<file path="src/hdl/phy_event_defs.svh">
// Offsets, field positions, reset values and limits for the event block.
// Assumes it is included by bare name from the design files.
`ifndef PHY_EVENT_DEFS_SVH
`define PHY_EVENT_DEFS_SVH
// Register indices; the byte address is four times the index.
`define IDX_CTRL 6'h11
`define IDX_ESE1 6'h12
`define IDX_ESE2 6'h13
`define IDX_FCC 6'h14
`define IDX_REC 6'h15
// Control field positions and reset value (polarity set).
`define CTRL_OE 0
`define CTRL_GIE 1
`define CTRL_TINT 2
`define CTRL_POL 3
`define CTRL_RST 4'h8
// Counter limits and half-full thresholds.
`define FC_MAX 8'hff
`define FC_HALF 8'h7f
`define RE_MAX 16'hffff
`define RE_HALF 16'h7fff
`endif

</file>
<file path="src/hdl/phy_event_pkg.sv">
// Types shared by the event block.
// Assumes nothing of its surroundings.
package phy_event_pkg;
   // Whole state of the block, registered in one process.
   typedef struct packed {
      logic        ack;       // Bus answer cycle.
      logic [15:0] rdata;     // Captured read value.
      logic [3:0]  ctrl;      // Polarity, test, global, output.
      logic [5:0]  stat1;     // Status one, bits 13:8.
      logic [5:0]  en1;       // Enables one, bits 5:0.
      logic [6:0]  stat2;     // Status two, bits 14:8.
      logic [6:0]  en2;       // Enables two, bits 6:0.
      logic [7:0]  false_carrier_tally; // False-carrier count.
      logic [15:0] rx_error_tally;      // Receive error count.
      logic        pd_meta;   // First synchroniser stage.
      logic        pd_sync;   // Second synchroniser stage.
      logic        pwr_down;  // Power-down request.
      logic        irq;       // Interrupt active.
      logic        pin;       // Pin output level.
   } state_s;
endpackage

</file>
<file path="src/hdl/phy_event_irq.sv">
// Event status, interrupt enables and management counters of the PHY.
// Assumes event inputs are one-cycle pulses on mclk and the shared
// interrupt pin input is asynchronous.
//
// Chosen here: register access over Avalon-MM.
`include "phy_event_defs.svh"

module phy_event_irq (
   input  wire logic        mclk,
   input  wire logic        resetn,
   input  wire logic [7:0]  address,
   input  wire logic        read,
   input  wire logic        write,
   input  wire logic [31:0] writedata,
   input  wire logic [3:0]  byteenable,
   output logic [31:0]      readdata,
   output logic             waitrequest,
   input  wire logic        ev_link_change,
   input  wire logic        ev_speed_change,
   input  wire logic        ev_duplex_change,
   input  wire logic        ev_negotiation_complete,
   input  wire logic        ev_negotiation_error,
   input  wire logic        ev_page_received,
   input  wire logic        ev_loopback_fifo_fault,
   input  wire logic        ev_crossover_change,
   input  wire logic        ev_sleep,
   input  wire logic        ev_polarity_change,
   input  wire logic        ev_jabber,
   input  wire logic        false_carrier_event,
   input  wire logic        rx_symbol_error,
   input  wire logic        rx_dv,
   input  wire logic        carrier_valid,
   input  wire logic        mii_loopback,
   input  wire logic        int_pin_in,
   output logic             int_pin_out,
   output logic             int_pin_oe,
   output logic             power_down
);

   // Reset image of the whole state.
   localparam phy_event_pkg::state_s ST_RST = '{
      ack: 1'b0,
      rdata: 16'h0000,
      ctrl: `CTRL_RST,
      stat1: 6'h00,
      en1: 6'h00,
      stat2: 7'h00,
      en2: 7'h00,
      false_carrier_tally: 8'h00,
      rx_error_tally: 16'h0000,
      pd_meta: 1'b1,
      pd_sync: 1'b1,
      pwr_down: 1'b0,
      irq: 1'b0,
      pin: 1'b1
   };

   phy_event_pkg::state_s st;      // Present state.
   phy_event_pkg::state_s next_st; // Next state.

   // True when the byte address selects the given register index.
   function automatic logic sel(input logic [7:0] a,
                                input logic [5:0] idx);
      sel = (a == {idx, 2'b00});
   endfunction

   logic        req;     // A request is on the bus.
   logic        acc_rd;  // Read takes effect this edge.
   logic        acc_wr;  // Write takes effect this edge.
   logic        rd1;     // Read of status one.
   logic        rd2;     // Read of status two.
   logic        rdf;     // Read of false-carrier count.
   logic        rdr;     // Read of receive error count.
   logic        wr_lo;   // Write touching the low byte.
   logic [15:0] val;     // Value of the addressed register.
   logic        fc_inc;  // False-carrier increment request.
   logic        re_inc;  // Receive error increment request.
   logic [7:0]  fc_base; // False-carrier count after read.
   logic [15:0] re_base; // Receive error count after read.
   logic        fc_half; // False-carrier half-full event.
   logic        re_half; // Receive error half-full event.
   logic [5:0]  ev1;     // Events of status one.
   logic [6:0]  ev2;     // Events of status two.
   logic        pend;    // Some enabled bit is pending.
   logic        irq_nx;  // Interrupt level for next cycle.

   // Each access waits one cycle so read data stand from a flop.
   assign req = read | write;
   assign waitrequest = req & ~st.ack;
   assign acc_rd = read & st.ack;
   assign acc_wr = write & st.ack;
   assign wr_lo = acc_wr & byteenable[0];

   // Decode of clearing reads.
   assign rd1 = acc_rd & sel(address, `IDX_ESE1);
   assign rd2 = acc_rd & sel(address, `IDX_ESE2);
   assign rdf = acc_rd & sel(address, `IDX_FCC);
   assign rdr = acc_rd & sel(address, `IDX_REC);

   // Register read mux; reserved and unmapped bits read zero.
   always_comb begin
      if (sel(address, `IDX_CTRL)) begin
         val = {12'h000, st.ctrl};
      end else if (sel(address, `IDX_ESE1)) begin
         val = {2'b00, st.stat1, 2'b00, st.en1};
      end else if (sel(address, `IDX_ESE2)) begin
         val = {1'b0, st.stat2, 1'b0, st.en2};
      end else if (sel(address, `IDX_FCC)) begin
         val = {8'h00, st.false_carrier_tally};
      end else if (sel(address, `IDX_REC)) begin
         val = st.rx_error_tally;
      end else begin
         val = 16'h0000;
      end
   end

   // Increment requests of the two counters.
   assign fc_inc = false_carrier_event;
   assign re_inc = carrier_valid & rx_dv & rx_symbol_error
                 & ~mii_loopback;

   // A read removes only what it returned, so no count is lost.
   assign fc_base = rdf ? st.false_carrier_tally - st.rdata[7:0]
                        : st.false_carrier_tally;
   assign re_base = rdr ? st.rx_error_tally - st.rdata
                        : st.rx_error_tally;

   // Half-full fires only on the step from the threshold upward.
   assign fc_half = fc_inc & (fc_base == `FC_HALF);
   assign re_half = re_inc & (re_base == `RE_HALF);

   // Event vectors in status bit order, high bit first.
   assign ev1 = {ev_link_change, ev_speed_change, ev_duplex_change,
                 ev_negotiation_complete, fc_half, re_half};
   assign ev2 = {ev_negotiation_error, ev_page_received,
                 ev_loopback_fifo_fault, ev_crossover_change,
                 ev_sleep, ev_polarity_change, ev_jabber};

   // Level request while any pending bit has its enable set.
   assign pend = (|(st.stat1 & st.en1)) | (|(st.stat2 & st.en2));

   // Gate onto the pin; test bit forces a request.
   assign irq_nx = st.ctrl[`CTRL_OE]
                 & ((st.ctrl[`CTRL_GIE] & pend)
                    | st.ctrl[`CTRL_TINT]);

   // Next-state logic of the whole block.
   always_comb begin
      next_st = st;
      next_st.ack = req & ~st.ack;
      // Capture read data in the waiting cycle.
      if (req & ~st.ack) begin
         next_st.rdata = val;
      end
      // Status bits: clear what the read returned, set wins.
      next_st.stat1 = (st.stat1 & ~(rd1 ? st.rdata[13:8] : 6'h00))
                    | ev1;
      next_st.stat2 = (st.stat2 & ~(rd2 ? st.rdata[14:8] : 7'h00))
                    | ev2;
      // Counters saturate at their maximum.
      if (fc_inc && (fc_base != `FC_MAX)) begin
         next_st.false_carrier_tally = fc_base + 8'h01;
      end else begin
         next_st.false_carrier_tally = fc_base;
      end
      if (re_inc && (re_base != `RE_MAX)) begin
         next_st.rx_error_tally = re_base + 16'h0001;
      end else begin
         next_st.rx_error_tally = re_base;
      end
      // Writes reach only writable bits in the low byte.
      if (wr_lo && sel(address, `IDX_CTRL)) begin
         next_st.ctrl = writedata[3:0];
      end
      if (wr_lo && sel(address, `IDX_ESE1)) begin
         next_st.en1 = writedata[5:0];
      end
      if (wr_lo && sel(address, `IDX_ESE2)) begin
         next_st.en2 = writedata[6:0];
      end
      // Pin input synchroniser and power-down decode.
      next_st.pd_meta = int_pin_in;
      next_st.pd_sync = st.pd_meta;
      next_st.pwr_down = ~st.ctrl[`CTRL_OE] & ~st.pd_sync;
      // Interrupt level and pin polarity.
      next_st.irq = irq_nx;
      next_st.pin = st.ctrl[`CTRL_POL] ^ irq_nx;
   end

   // State register with synchronous reset.
   always_ff @(posedge mclk) begin
      if (!resetn) begin
         st <= ST_RST;
      end else begin
         st <= next_st;
      end
   end

   // Outputs straight from the state.
   assign readdata = {16'h0000, st.rdata};
   assign int_pin_out = st.pin;
   assign int_pin_oe = st.ctrl[`CTRL_OE];
   assign power_down = st.pwr_down;
endmodule // phy_event_irq

</file>
<file path="config.mk">
export PLATFORM = sky130hd
export DESIGN_NAME = phy_event_irq
export DESIGN_NICKNAME = d
export VERILOG_FILES = /design/src/hdl/phy_event_pkg.sv /design/src/hdl/phy_event_irq.sv
export VERILOG_INCLUDE_DIRS = /design/src /design/src/hdl
export SDC_FILE = /design/constraint.sdc
export NUM_CORES = 1
export LEC_CHECK = 0
export BUFFER_PORTS_ARGS = -buffer_cell sky130_fd_sc_hd__buf_2
export CORE_ASPECT_RATIO = 0.8
export CORE_MARGIN = 4
export CORE_UTILIZATION = 50
export DETAILED_ROUTE_END_ITERATION = 8
export PLACE_DENSITY = 0.75
export SYNTH_ARGS = -nofsm -noshare
export SYNTH_HDL_FRONTEND = slang
export SYNTH_SLANG_ARGS = --single-unit
</file>
<file path="constraint.sdc">
create_clock -name mclk -period 3.8 [get_ports mclk]
set_input_delay 0 -clock mclk [delete_from_list [all_inputs] [get_ports mclk]]
set_output_delay 0 -clock mclk [all_outputs]
set_load 0.05 [all_outputs]
</file>
After elaboration in Yosys (flattened, before gate mapping)
Cells that the tools add are included.
{ "totals": {"in_bits": 65, "reg_bits": 75, "out_inout_bits": 36, "wordCells": 76} }
{ "op_classes": {"n_bitwise": 32, "reduce_logical": 7, "mux": 11, "n_addsub": 4, "n_eq_ne": 9} }
{ "op_table": {"columns": ["cell", "n"], "rows": [
  ["$mux 16", 7],
  ["$eq 8x7->1 const B", 6],
  ["$add 16x1->16 const B", 1],
  ["$and 1x1->1", 16],
  ["$eq 16x15->1 const B", 1],
  ["$mux 8", 2],
  ["$ne 16x16->1 const B", 1],
  ["$sub 16x16->16", 1],
  ["$and 7x7->7", 2],
  ["$and 6x6->6", 2],
  ["$add 8x1->8 const B", 1],
  ["$ne 8x8->1 const B", 1],
  ["$sub 8x8->8", 1],
  ["$mux 7", 1],
  ["$not 7->7", 1],
  ["$or 7x7->7", 1],
  ["$reduce_or 7->1", 1],
  ["$mux 6", 1],
  ["$not 6->6", 1],
  ["$or 6x6->6", 1],
  ["$reduce_or 6->1", 1],
  ["$logic_and 1x1->1", 5],
  ["$not 1->1", 4],
  ["$or 1x1->1", 3],
  ["$xor 1x1->1", 1]
]} }

Logic depth before layout (Yosys ltp)
Gate-level depths: netlist of run 1.
{ "logic_depth": {"ltp_word": 7, "ltp_mapped": 14, "mapped_depth_nobuf": 13} }

Worst setup path after synthesis of run 1
Ideal clock, no wire load.
{ "synth_timing": {"path_kind": "register to register", "start": "reg st (netlist bit readdata[0])", "end": "reg st[13] (netlist bit)", "n_path_buf": 1, "required_time_ns": 3.728, "synth_period_minus_slack_ns": 3.142, "setup_time_ns": 0.072, "path_stages_with_launch": 14, "t_arrival_ns": 3.071, "slack_ns": 0.658, "cell_sequence": "dfxtp_1 > ha_1 > inv_1 > fa_1 > a21o_1 > a311o_1 > a21oi_1 > mux2_2 > nor2_1 > nor3_2 > and2_1 > buf_2 > a2111oi_2 > mux2i_1"} }
{ "synth_between": {"elab_chain_cells": 5, "word_cells_on_any_way": 6, "cone_classes": "add/sub (2); eq/ne (1); mux (2); reduce/logical (1)"} }
{ "synth_lines": {"columns": ["element", "line", "source"], "rows": [
  ["start: declaration", "phy_event_irq.sv:58", "phy_event_pkg::state_s st;"],
  ["start signal: assignment", "phy_event_irq.sv:195", "st <= next_st;"],
  ["$sub 16x16->16 (*)", "phy_event_irq.sv:125", "assign re_base = rdr ? st.rx_error_tally - st.rdata"],
  ["$mux 16 (*)", "phy_event_irq.sv:125", null],
  ["parallel branches: the longest is 2 deep, another holds $add 16x1->16", null, null],
  ["$mux 16 (*)", "phy_event_irq.sv:166", "if (re_inc && (re_base != `RE_MAX)) begin"]
]} }
Every way passes the cells marked *.
A chain may end at the register's enable or synchronous reset.

Worst setup path in the final report of run 1
{ "layout_timing": {"start": "reg st[5] (netlist bit)", "end": "reg st[11] (netlist bit)"} }
{ "layout_between": {"elab_chain_cells": 5, "word_cells_on_any_way": 6, "cone_classes": "add/sub (2); eq/ne (1); mux (2); reduce/logical (1)"} }
{ "layout_lines": {"columns": ["element", "line"], "rows": [
  ["$sub 16x16->16", "phy_event_irq.sv:125"],
  ["$mux 16 (*)", "phy_event_irq.sv:125"],
  ["parallel branches: the longest is 2 deep, another holds $add 16x1->16", null],
  ["$mux 16 (*)", "phy_event_irq.sv:166"]
]} }
Marks and branches as above.

==> results.md, run 1 <==
## Global routing
* **vias in the first global route** 4740
* **largest net degree at the start of global routing** 46
* **first-pass GRT wire length** 23670 um
* **antenna violations before repair** 0
* **total global routing overflow** 0
* **global routing usage summed across all routing layers** 0.2400

## Timing
* **endpoints failing setup** 0
* **share of the cycle needed by the critical path after routing** 0.9362
* **Final Max Tran Viols** 0
* **number of hold violations in the final report** 0
* **worst slew margin relative to its limit** 0.4661
* **fin crit period** 3558 ps
* **Final Skew** 8.653 ps
* **worst hold slack across all endpoints** 125.4 ps
* **RSZ-0062 raised after global routing** false
* **maximum operating frequency** 281.1 MHz
* **pin slew with the least headroom to its limit** 796.5 ps
* **final-layout setup total negative slack** 0 ps

## Worst setup path
* **capturing element type of the critical path** register
* **Critical Path Start Type** register
* **WP data arrival** 3790 ps
* **CP Data Required Time** 4030 ps
* **crit-path max FO** 9
* **WS Path Type** register to register

## CTS
* **number of buffers between clock root and the deepest sink** 2
* **setup fix buffers added after clock tree synthesis** 0
* **number of H-tree levels** 3
* **clock tree from TritonCTS** yes
* **Num CTS Buffers** 9
* **clock root buffer master** sky130_fd_sc_hd__clkbuf_16
* **clock latency of the later-clocked register in the worst-skew pair** 340 ps
* **clock transition at the register clock pins on the worst setup and hold paths after CTS** 60 ps
* **clock net sink count** 75

## Detailed routing
* **number of design rule violations left after detail routing** 0
* **detail-routed via count per cell** 5.891
* **first-iteration detailed-routing DRC count** 641
* **detailed-route via count** 5043
* **Total Routed Length** 14650 um
* **Pre-antenna DRT Iters** 5
* **routed wirelength normalized by instance count** 17.11 um
* **number of nets still failing antenna checks after routing** 0

## Final layout
* **layout cell share with drive strength beyond 1** 0.1564
* **Antenna Cells** 0
* **final net count** 803
* **utilization of the core after routing** 0.5813
* **area added between synthesis and finish** 12.53%

## Die
* **ports placed on the boundary** 101
* **die outline area** 12440 sq um
* **CORE AREA** 10360 sq um
* **row count** 33
* **initial core utilization** 0.5166
* **width of the die** 123.7 um
* **vertical die dimension** 100.6 um

## Power and ir drop
* **sequential fraction of design power** 0.410
* **total leakage power** 2.487 nW
* **Pint** 0.001386 W
* **Switching Power** 0.0006334 W
* **maximum vdd drop** 0.2268 mV
* **Comb power frac** 0.174
* **switching part of the total power** 0.3136
* **clock network fraction of total power** 0.416
* **power density normalized to cell area** 335.3 nW/um^2
* **total power** 0.002020 W

## Synth
* **ranking of synthesized cells by area** sky130_fd_sc_hd__dfxtp_1 28%, sky130_fd_sc_hd__mux2i_1 8.2%, sky130_fd_sc_hd__ha_1 5.8%
* **Post-Synthesis Cells** 664
* **async set-reset flop share out of synthesis** 0
* **flip-flop cell with the highest count after synthesis** sky130_fd_sc_hd__dfxtp_1
* **number of warnings reported in the yosys synthesis log** 0
* **share of the synthesized area in the top cell type** 0.2804
* **share of the yosys chip area belonging to registers** 0.2804
* **commonest cells in the synthesized netlist** 78 x sky130_fd_sc_hd__nand2_1, 75 x sky130_fd_sc_hd__dfxtp_1, 67 x sky130_fd_sc_hd__nor2_1, 44 x sky130_fd_sc_hd__mux2i_1, 42 x sky130_fd_sc_hd__a21oi_1
* **cell type with the largest total area after synthesis** sky130_fd_sc_hd__dfxtp_1
* **number of enable flip-flop cells after synthesis** 0
* **number of synthesized register bits** 75
* **number of library cell types mapped by synthesis** 75
* **synthesized cell area** 5354 sq um
* **synthesized area per cell** 8.063 sq um
* **cell with the most instances after synthesis** sky130_fd_sc_hd__nand2_1

## Run
* **reported max-cap violation count** 0

## Placed design
* **I/O Buffers** 56
* **Detailed Place HPWL** 10840 um
* **GP Congestion** 0.9789

## Run status
* **run status** finished clean

## Hold path
* **class of the worst hold path** input port to register

==> worst max-delay path: stages (launching register included) <==
cell and delay (ps):
sky130_fd_sc_hd__dfxtp_1 330, sky130_fd_sc_hd__inv_1 80, sky130_fd_sc_hd__ha_1 130, sky130_fd_sc_hd__inv_1 50, sky130_fd_sc_hd__fa_1 420, sky130_fd_sc_hd__a21o_1 220
sky130_fd_sc_hd__a31o_2 270, sky130_fd_sc_hd__a311oi_1 330, sky130_fd_sc_hd__xor2_1 140, sky130_fd_sc_hd__o21ai_0 340, sky130_fd_sc_hd__nor4b_2 320, sky130_fd_sc_hd__and2_1 410
sky130_fd_sc_hd__a21oi_2 110, sky130_fd_sc_hd__mux2_4 310
==> worst paths after layout <==
kind         startpoint          end  slack (ps)  cells past startpoint
max               st[5]       st[11]         240                     13
min              resetn  int_pin_out         130                      2
max reg2reg       st[5]       st[11]         240                     13
min reg2reg       st[3]   power_down         420                      1
==> power by group through the flow <==
stage	clock, W	sequential, W	combinational (W)
detailed placement	0	0.000844	0.000327
global placement	0	0.000844	0.000319
floorplan	0	0.000839	0.000270
global route	0.000877	0.000829	0.000379
finish	0.000841	0.000828	0.000351
CTS	0.000845	0.000827	0.000346
==> state kept, by name, summed over array words and instances (netlist names) <==
register	flops
st	55
next_st	1
power_down	1
int_pin_oe	1
int_pin_out	1
readdata	16
==> cells in the final DEF (no fill, tap or decap), types with 3 or more instances in the layout <==
cell / n
sky130_fd_sc_hd__a211oi_1: 18
sky130_fd_sc_hd__a21boi_0: 3
sky130_fd_sc_hd__a21o_1: 10
sky130_fd_sc_hd__a21oi_1: 42
sky130_fd_sc_hd__a21oi_2: 3
sky130_fd_sc_hd__a222oi_1: 7
sky130_fd_sc_hd__a22oi_1: 10
sky130_fd_sc_hd__and2_1: 8
sky130_fd_sc_hd__and3_1: 16
sky130_fd_sc_hd__buf_2: 56
sky130_fd_sc_hd__buf_4: 4
sky130_fd_sc_hd__clkbuf_16: 9
sky130_fd_sc_hd__conb_1: 16
sky130_fd_sc_hd__dfxtp_1: 75
sky130_fd_sc_hd__dlygate4sd3_1: 20
sky130_fd_sc_hd__ha_1: 25
sky130_fd_sc_hd__inv_1: 29
sky130_fd_sc_hd__inv_6: 3
sky130_fd_sc_hd__mux2i_1: 44
sky130_fd_sc_hd__nand2_1: 78
sky130_fd_sc_hd__nand2b_1: 6
sky130_fd_sc_hd__nand3_1: 12
sky130_fd_sc_hd__nand4_1: 5
sky130_fd_sc_hd__nor2_1: 67
sky130_fd_sc_hd__nor2b_1: 4
sky130_fd_sc_hd__nor3_1: 14
sky130_fd_sc_hd__nor3_2: 4
sky130_fd_sc_hd__nor3b_1: 3
sky130_fd_sc_hd__o211ai_1: 5
sky130_fd_sc_hd__o21a_1: 5
sky130_fd_sc_hd__o21ai_0: 20
sky130_fd_sc_hd__o21ai_1: 4
sky130_fd_sc_hd__o221ai_1: 4
sky130_fd_sc_hd__o31ai_1: 5
sky130_fd_sc_hd__or2_2: 10
sky130_fd_sc_hd__or3_1: 4
sky130_fd_sc_hd__xnor2_1: 5
sky130_fd_sc_hd__xor2_1: 5
==> metrics by stage <==
stage / setup WS (ps) / cell area (sq um) / cells
finish: 242.4 / 6025 / 856
global route: 36.01 / 6025 / 856
CTS: 286.4 / 6023 / 856
detailed placement: 322.1 / 5539 / 820
global placement: 415.2 / 5539 / 820
floorplan: 657.6 / 5410 / 679
==> layout make-up <==
| type | count | area [sq um] |
|---|---|---|
| Multi-Input combinational cell | 515 | 3425 |
| Sequential cell | 75 | 1501 |
| Fill cell | 925 | 4339 |
| Timing Repair Buffer | 81 | 530.5 |
| Clock buffer | 9 | 225.2 |
| Clock inverter | 7 | 58.81 |
| Tap cell | 140 | 175.2 |
| Inverter | 29 | 108.9 |
==> routing by layer <==
layer | track usage | up-vias | share of wire
met3 | 0.04433 | 34 | 0.085
met5 | 0 | - | 0
met4 | 0.08085 | 0 | 0.023
met2 | 0.3693 | 204 | 0.44
met1 | 0.3372 | 2341 | 0.46
li1 | - | 2464 | -
==> timing repair <==
action                                 CTS  global route
resized for setup                        0             2
setup endpoints to repair                0             6
hold buffers                            20             0
endpoints found under the hold margin   30             0
==> kinds of logic (layout without fill, tap and decap cells) <==
family,count (synthesis),count (layout),synth area share
other cells,1,16,0.0007004
mux,48,48,0.09208
flops,75,75,0.2804
compound gates,169,169,0.2274
buf+inv,89,126,0.09184
fa+ha+maj,27,27,0.06590
xor+xnor,10,10,0.01636
simple gates,245,245,0.2253
Power figures use the tool's default switching activity.
==> inputs of run 2 (changes only) <==
- clock period: 3.8 -> 4 ns (I/O delays scaled with it)
==> run 2 against run 1 <==
Critical path depth shrank 1; largest cell class unchanged; flip-flop and latch count did not move; hold slack worse by 110 ps; combinational power fell by 6.8%; sequential share of layout area grew 0.11 points; non-clock buffer count down 3; count of clock-buffer cells in the layout unchanged; sequential power down 4.7%.
==> results.md, run 2 (synthesis results as in run 1) <==
## Timing
* **final-layout setup total negative slack** 0 ps, unchanged
* **share of the cycle needed by the critical path after routing** 0.9151, -0.02110
* **endpoints failing setup** 0, unchanged
* **RSZ-0062 raised after global routing** false
* **number of hold violations in the final report** 0, unchanged
* **Final Max Tran Viols** 0, unchanged
* **Final Skew** 4.219 ps, -4.435 ps
* **fin crit period** 3660 ps, +102.8 ps
* **worst slew margin relative to its limit** 0.4945, +0.02835
* **pin slew with the least headroom to its limit** 752.5 ps, -43.97 ps
* **maximum operating frequency** 273.2 MHz, -2.8%

## Global routing
* **vias in the first global route** 4759, +0.40%
* **largest net degree at the start of global routing** 46, unchanged
* **first-pass GRT wire length** 23880 um, +0.90%
* **antenna violations before repair** 0, unchanged
* **global routing usage summed across all routing layers** 0.2402, about the same
* **total global routing overflow** 0, unchanged

## Worst setup path
* **capturing element type of the critical path** register
* **crit-path max FO** 9, unchanged
* **WP data arrival** 3890 ps, +100 ps
* **Critical Path Start Type** register
* **WS Path Type** register to register
* **CP Data Required Time** 4230 ps, +200 ps

## Final layout
* **Largest Register** st
* **leading cell types in the layout, fill and taps excluded** 78 x sky130_fd_sc_hd__nand2_1, 75 x sky130_fd_sc_hd__dfxtp_1, 67 x sky130_fd_sc_hd__nor2_1
* **final-layout fill cell count** 929, +0.43%
* **area added between synthesis and finish** 12.04%
* **layout cell share with drive strength beyond 1** 0.1543, -0.002147
* **most frequent standard cell in the layout excluding fill and tap cells** sky130_fd_sc_hd__nand2_1
* **Antenna Cells** 0, unchanged
* **Largest register FFs** 55, unchanged
* **final net count** 800, -0.37%

## Detailed routing
* **detail-routed via count per cell** 5.977, +1.4%
* **number of design rule violations left after detail routing** 0, unchanged
* **detailed-route via count** 5098, +1.1%
* **first-iteration detailed-routing DRC count** 546, -15%
* **number of nets still failing antenna checks after routing** 0, unchanged
* **routed wirelength normalized by instance count** 17.35 um, +1.4%
* **Total Routed Length** 14800 um, +1.0%
* **Pre-antenna DRT Iters** 5, unchanged

## CTS
* **clock root buffer master** sky130_fd_sc_hd__clkbuf_16
* **clock tree from TritonCTS** yes
* **Num CTS Buffers** 9, unchanged
* **clock net sink count** 75, unchanged
* **clock latency of the later-clocked register in the worst-skew pair** 340 ps, about the same
* **setup fix buffers added after clock tree synthesis** 0, unchanged
* **clock transition at the register clock pins on the worst setup and hold paths after CTS** 60 ps, about the same
* **number of buffers between clock root and the deepest sink** 2, unchanged
* **number of H-tree levels** 3, unchanged

## Placed design
* **Detailed Place HPWL** 10940 um, +0.86%
* **I/O Buffers** 56, unchanged
* **GP Congestion** 0.9650, -1.4%

## Die
* **vertical die dimension** 100.6 um, unchanged
* **ports placed on the boundary** 101, unchanged
* **die outline area** 12440 sq um, unchanged
* **width of the die** 123.7 um, unchanged
* **initial core utilization** 0.5166, unchanged
* **row count** 33, unchanged
* **CORE AREA** 10360 sq um, unchanged

## Power and ir drop
* **total leakage power** 2.472 nW, -0.60%
* **total power** 0.001910 W, -5.4%
* **maximum vdd drop** 0.2285 mV, +0.75%
* **power density normalized to cell area** 318.4 nW/um^2, -5.0%

## Run status
* **run status** finished clean

## Hold path
* **class of the worst hold path** input port to register

## Run
* **reported max-cap violation count** 0, unchanged

[run 2: changes by cell type in the layout (fill, tap and decap cells not counted), sizes merged]
cell,delta
dlygate4sd3,-1
buf,-2
[run 2: per-stage QoR]
stage	cell area (sq um)	util	std cells	setup slack, ps	hold slack [ps]
after global routing	5998	0.5788	853	101.8	32.47
after floorplan	5410	-	679	857.6	101.5
final	5998	0.5788	853	339.5	18.92
after detailed placement	5524	0.5330	818	450.3	197.5
after CTS	5998	0.5788	853	403.6	9.979
after global placement	5524	0.5330	818	538.6	193.9
[run 2: worst paths after layout]
kind,depth (start not counted),start,end,slack [ps]
hold / removal,3,false_carrier_event,st[23],20
hold reg to reg,1,st[3],power_down,400
setup / recovery,12,readdata[0],st[9],340
setup reg to reg,12,readdata[0],st[9],340
[run 2: power breakdown]
part	switching (W)	internal [W]	leakage, nW
combinational	0.000210	0.000117	1.72
clock	0.000362	0.000432	0.139
sequential	0.0000229	0.000766	0.611
[run 2: routing by layer]
metal,share of wire,vias to the layer above,track usage
li1,-,2446,-
met1,0.45,2396,0.3272
met2,0.44,218,0.3822
met3,0.081,38,0.04153
met4,0.024,0,0.08511
met5,0,-,0
[run 2: critical path, stage by stage (launching register included)]
cell and delay (ps):
sky130_fd_sc_hd__dfxtp_1 480, sky130_fd_sc_hd__ha_1 200, sky130_fd_sc_hd__inv_1 50, sky130_fd_sc_hd__fa_1 410, sky130_fd_sc_hd__a21o_1 210, sky130_fd_sc_hd__a31o_2 280, sky130_fd_sc_hd__a311oi_1 300, sky130_fd_sc_hd__xor2_1 120
sky130_fd_sc_hd__o21ai_0 340, sky130_fd_sc_hd__nor4b_2 330, sky130_fd_sc_hd__and2_1 400, sky130_fd_sc_hd__a21oi_2 110, sky130_fd_sc_hd__mux2_4 310
[run 2: repair_timing]
item,in CTS,in global routing
gates resized for setup,0,0
hold buffers,19,0
hold endpoints to repair,29,0
[run 2: area by class of cell]
| class | instances | area, sq um | area share |
|---|---|---|---|
| Multi-Input combinational cell | 515 | 3423 | 0.5707 |
| Sequential cell | 75 | 1501 | 0.2503 |
| Timing Repair Buffer | 78 | 505.5 | 0.08427 |
| Clock buffer | 9 | 225.2 | 0.03755 |
| Tap cell | 140 | 175.2 | 0.02920 |
| Inverter | 29 | 108.9 | 0.01815 |
| Clock inverter | 7 | 58.81 | 0.009804 |
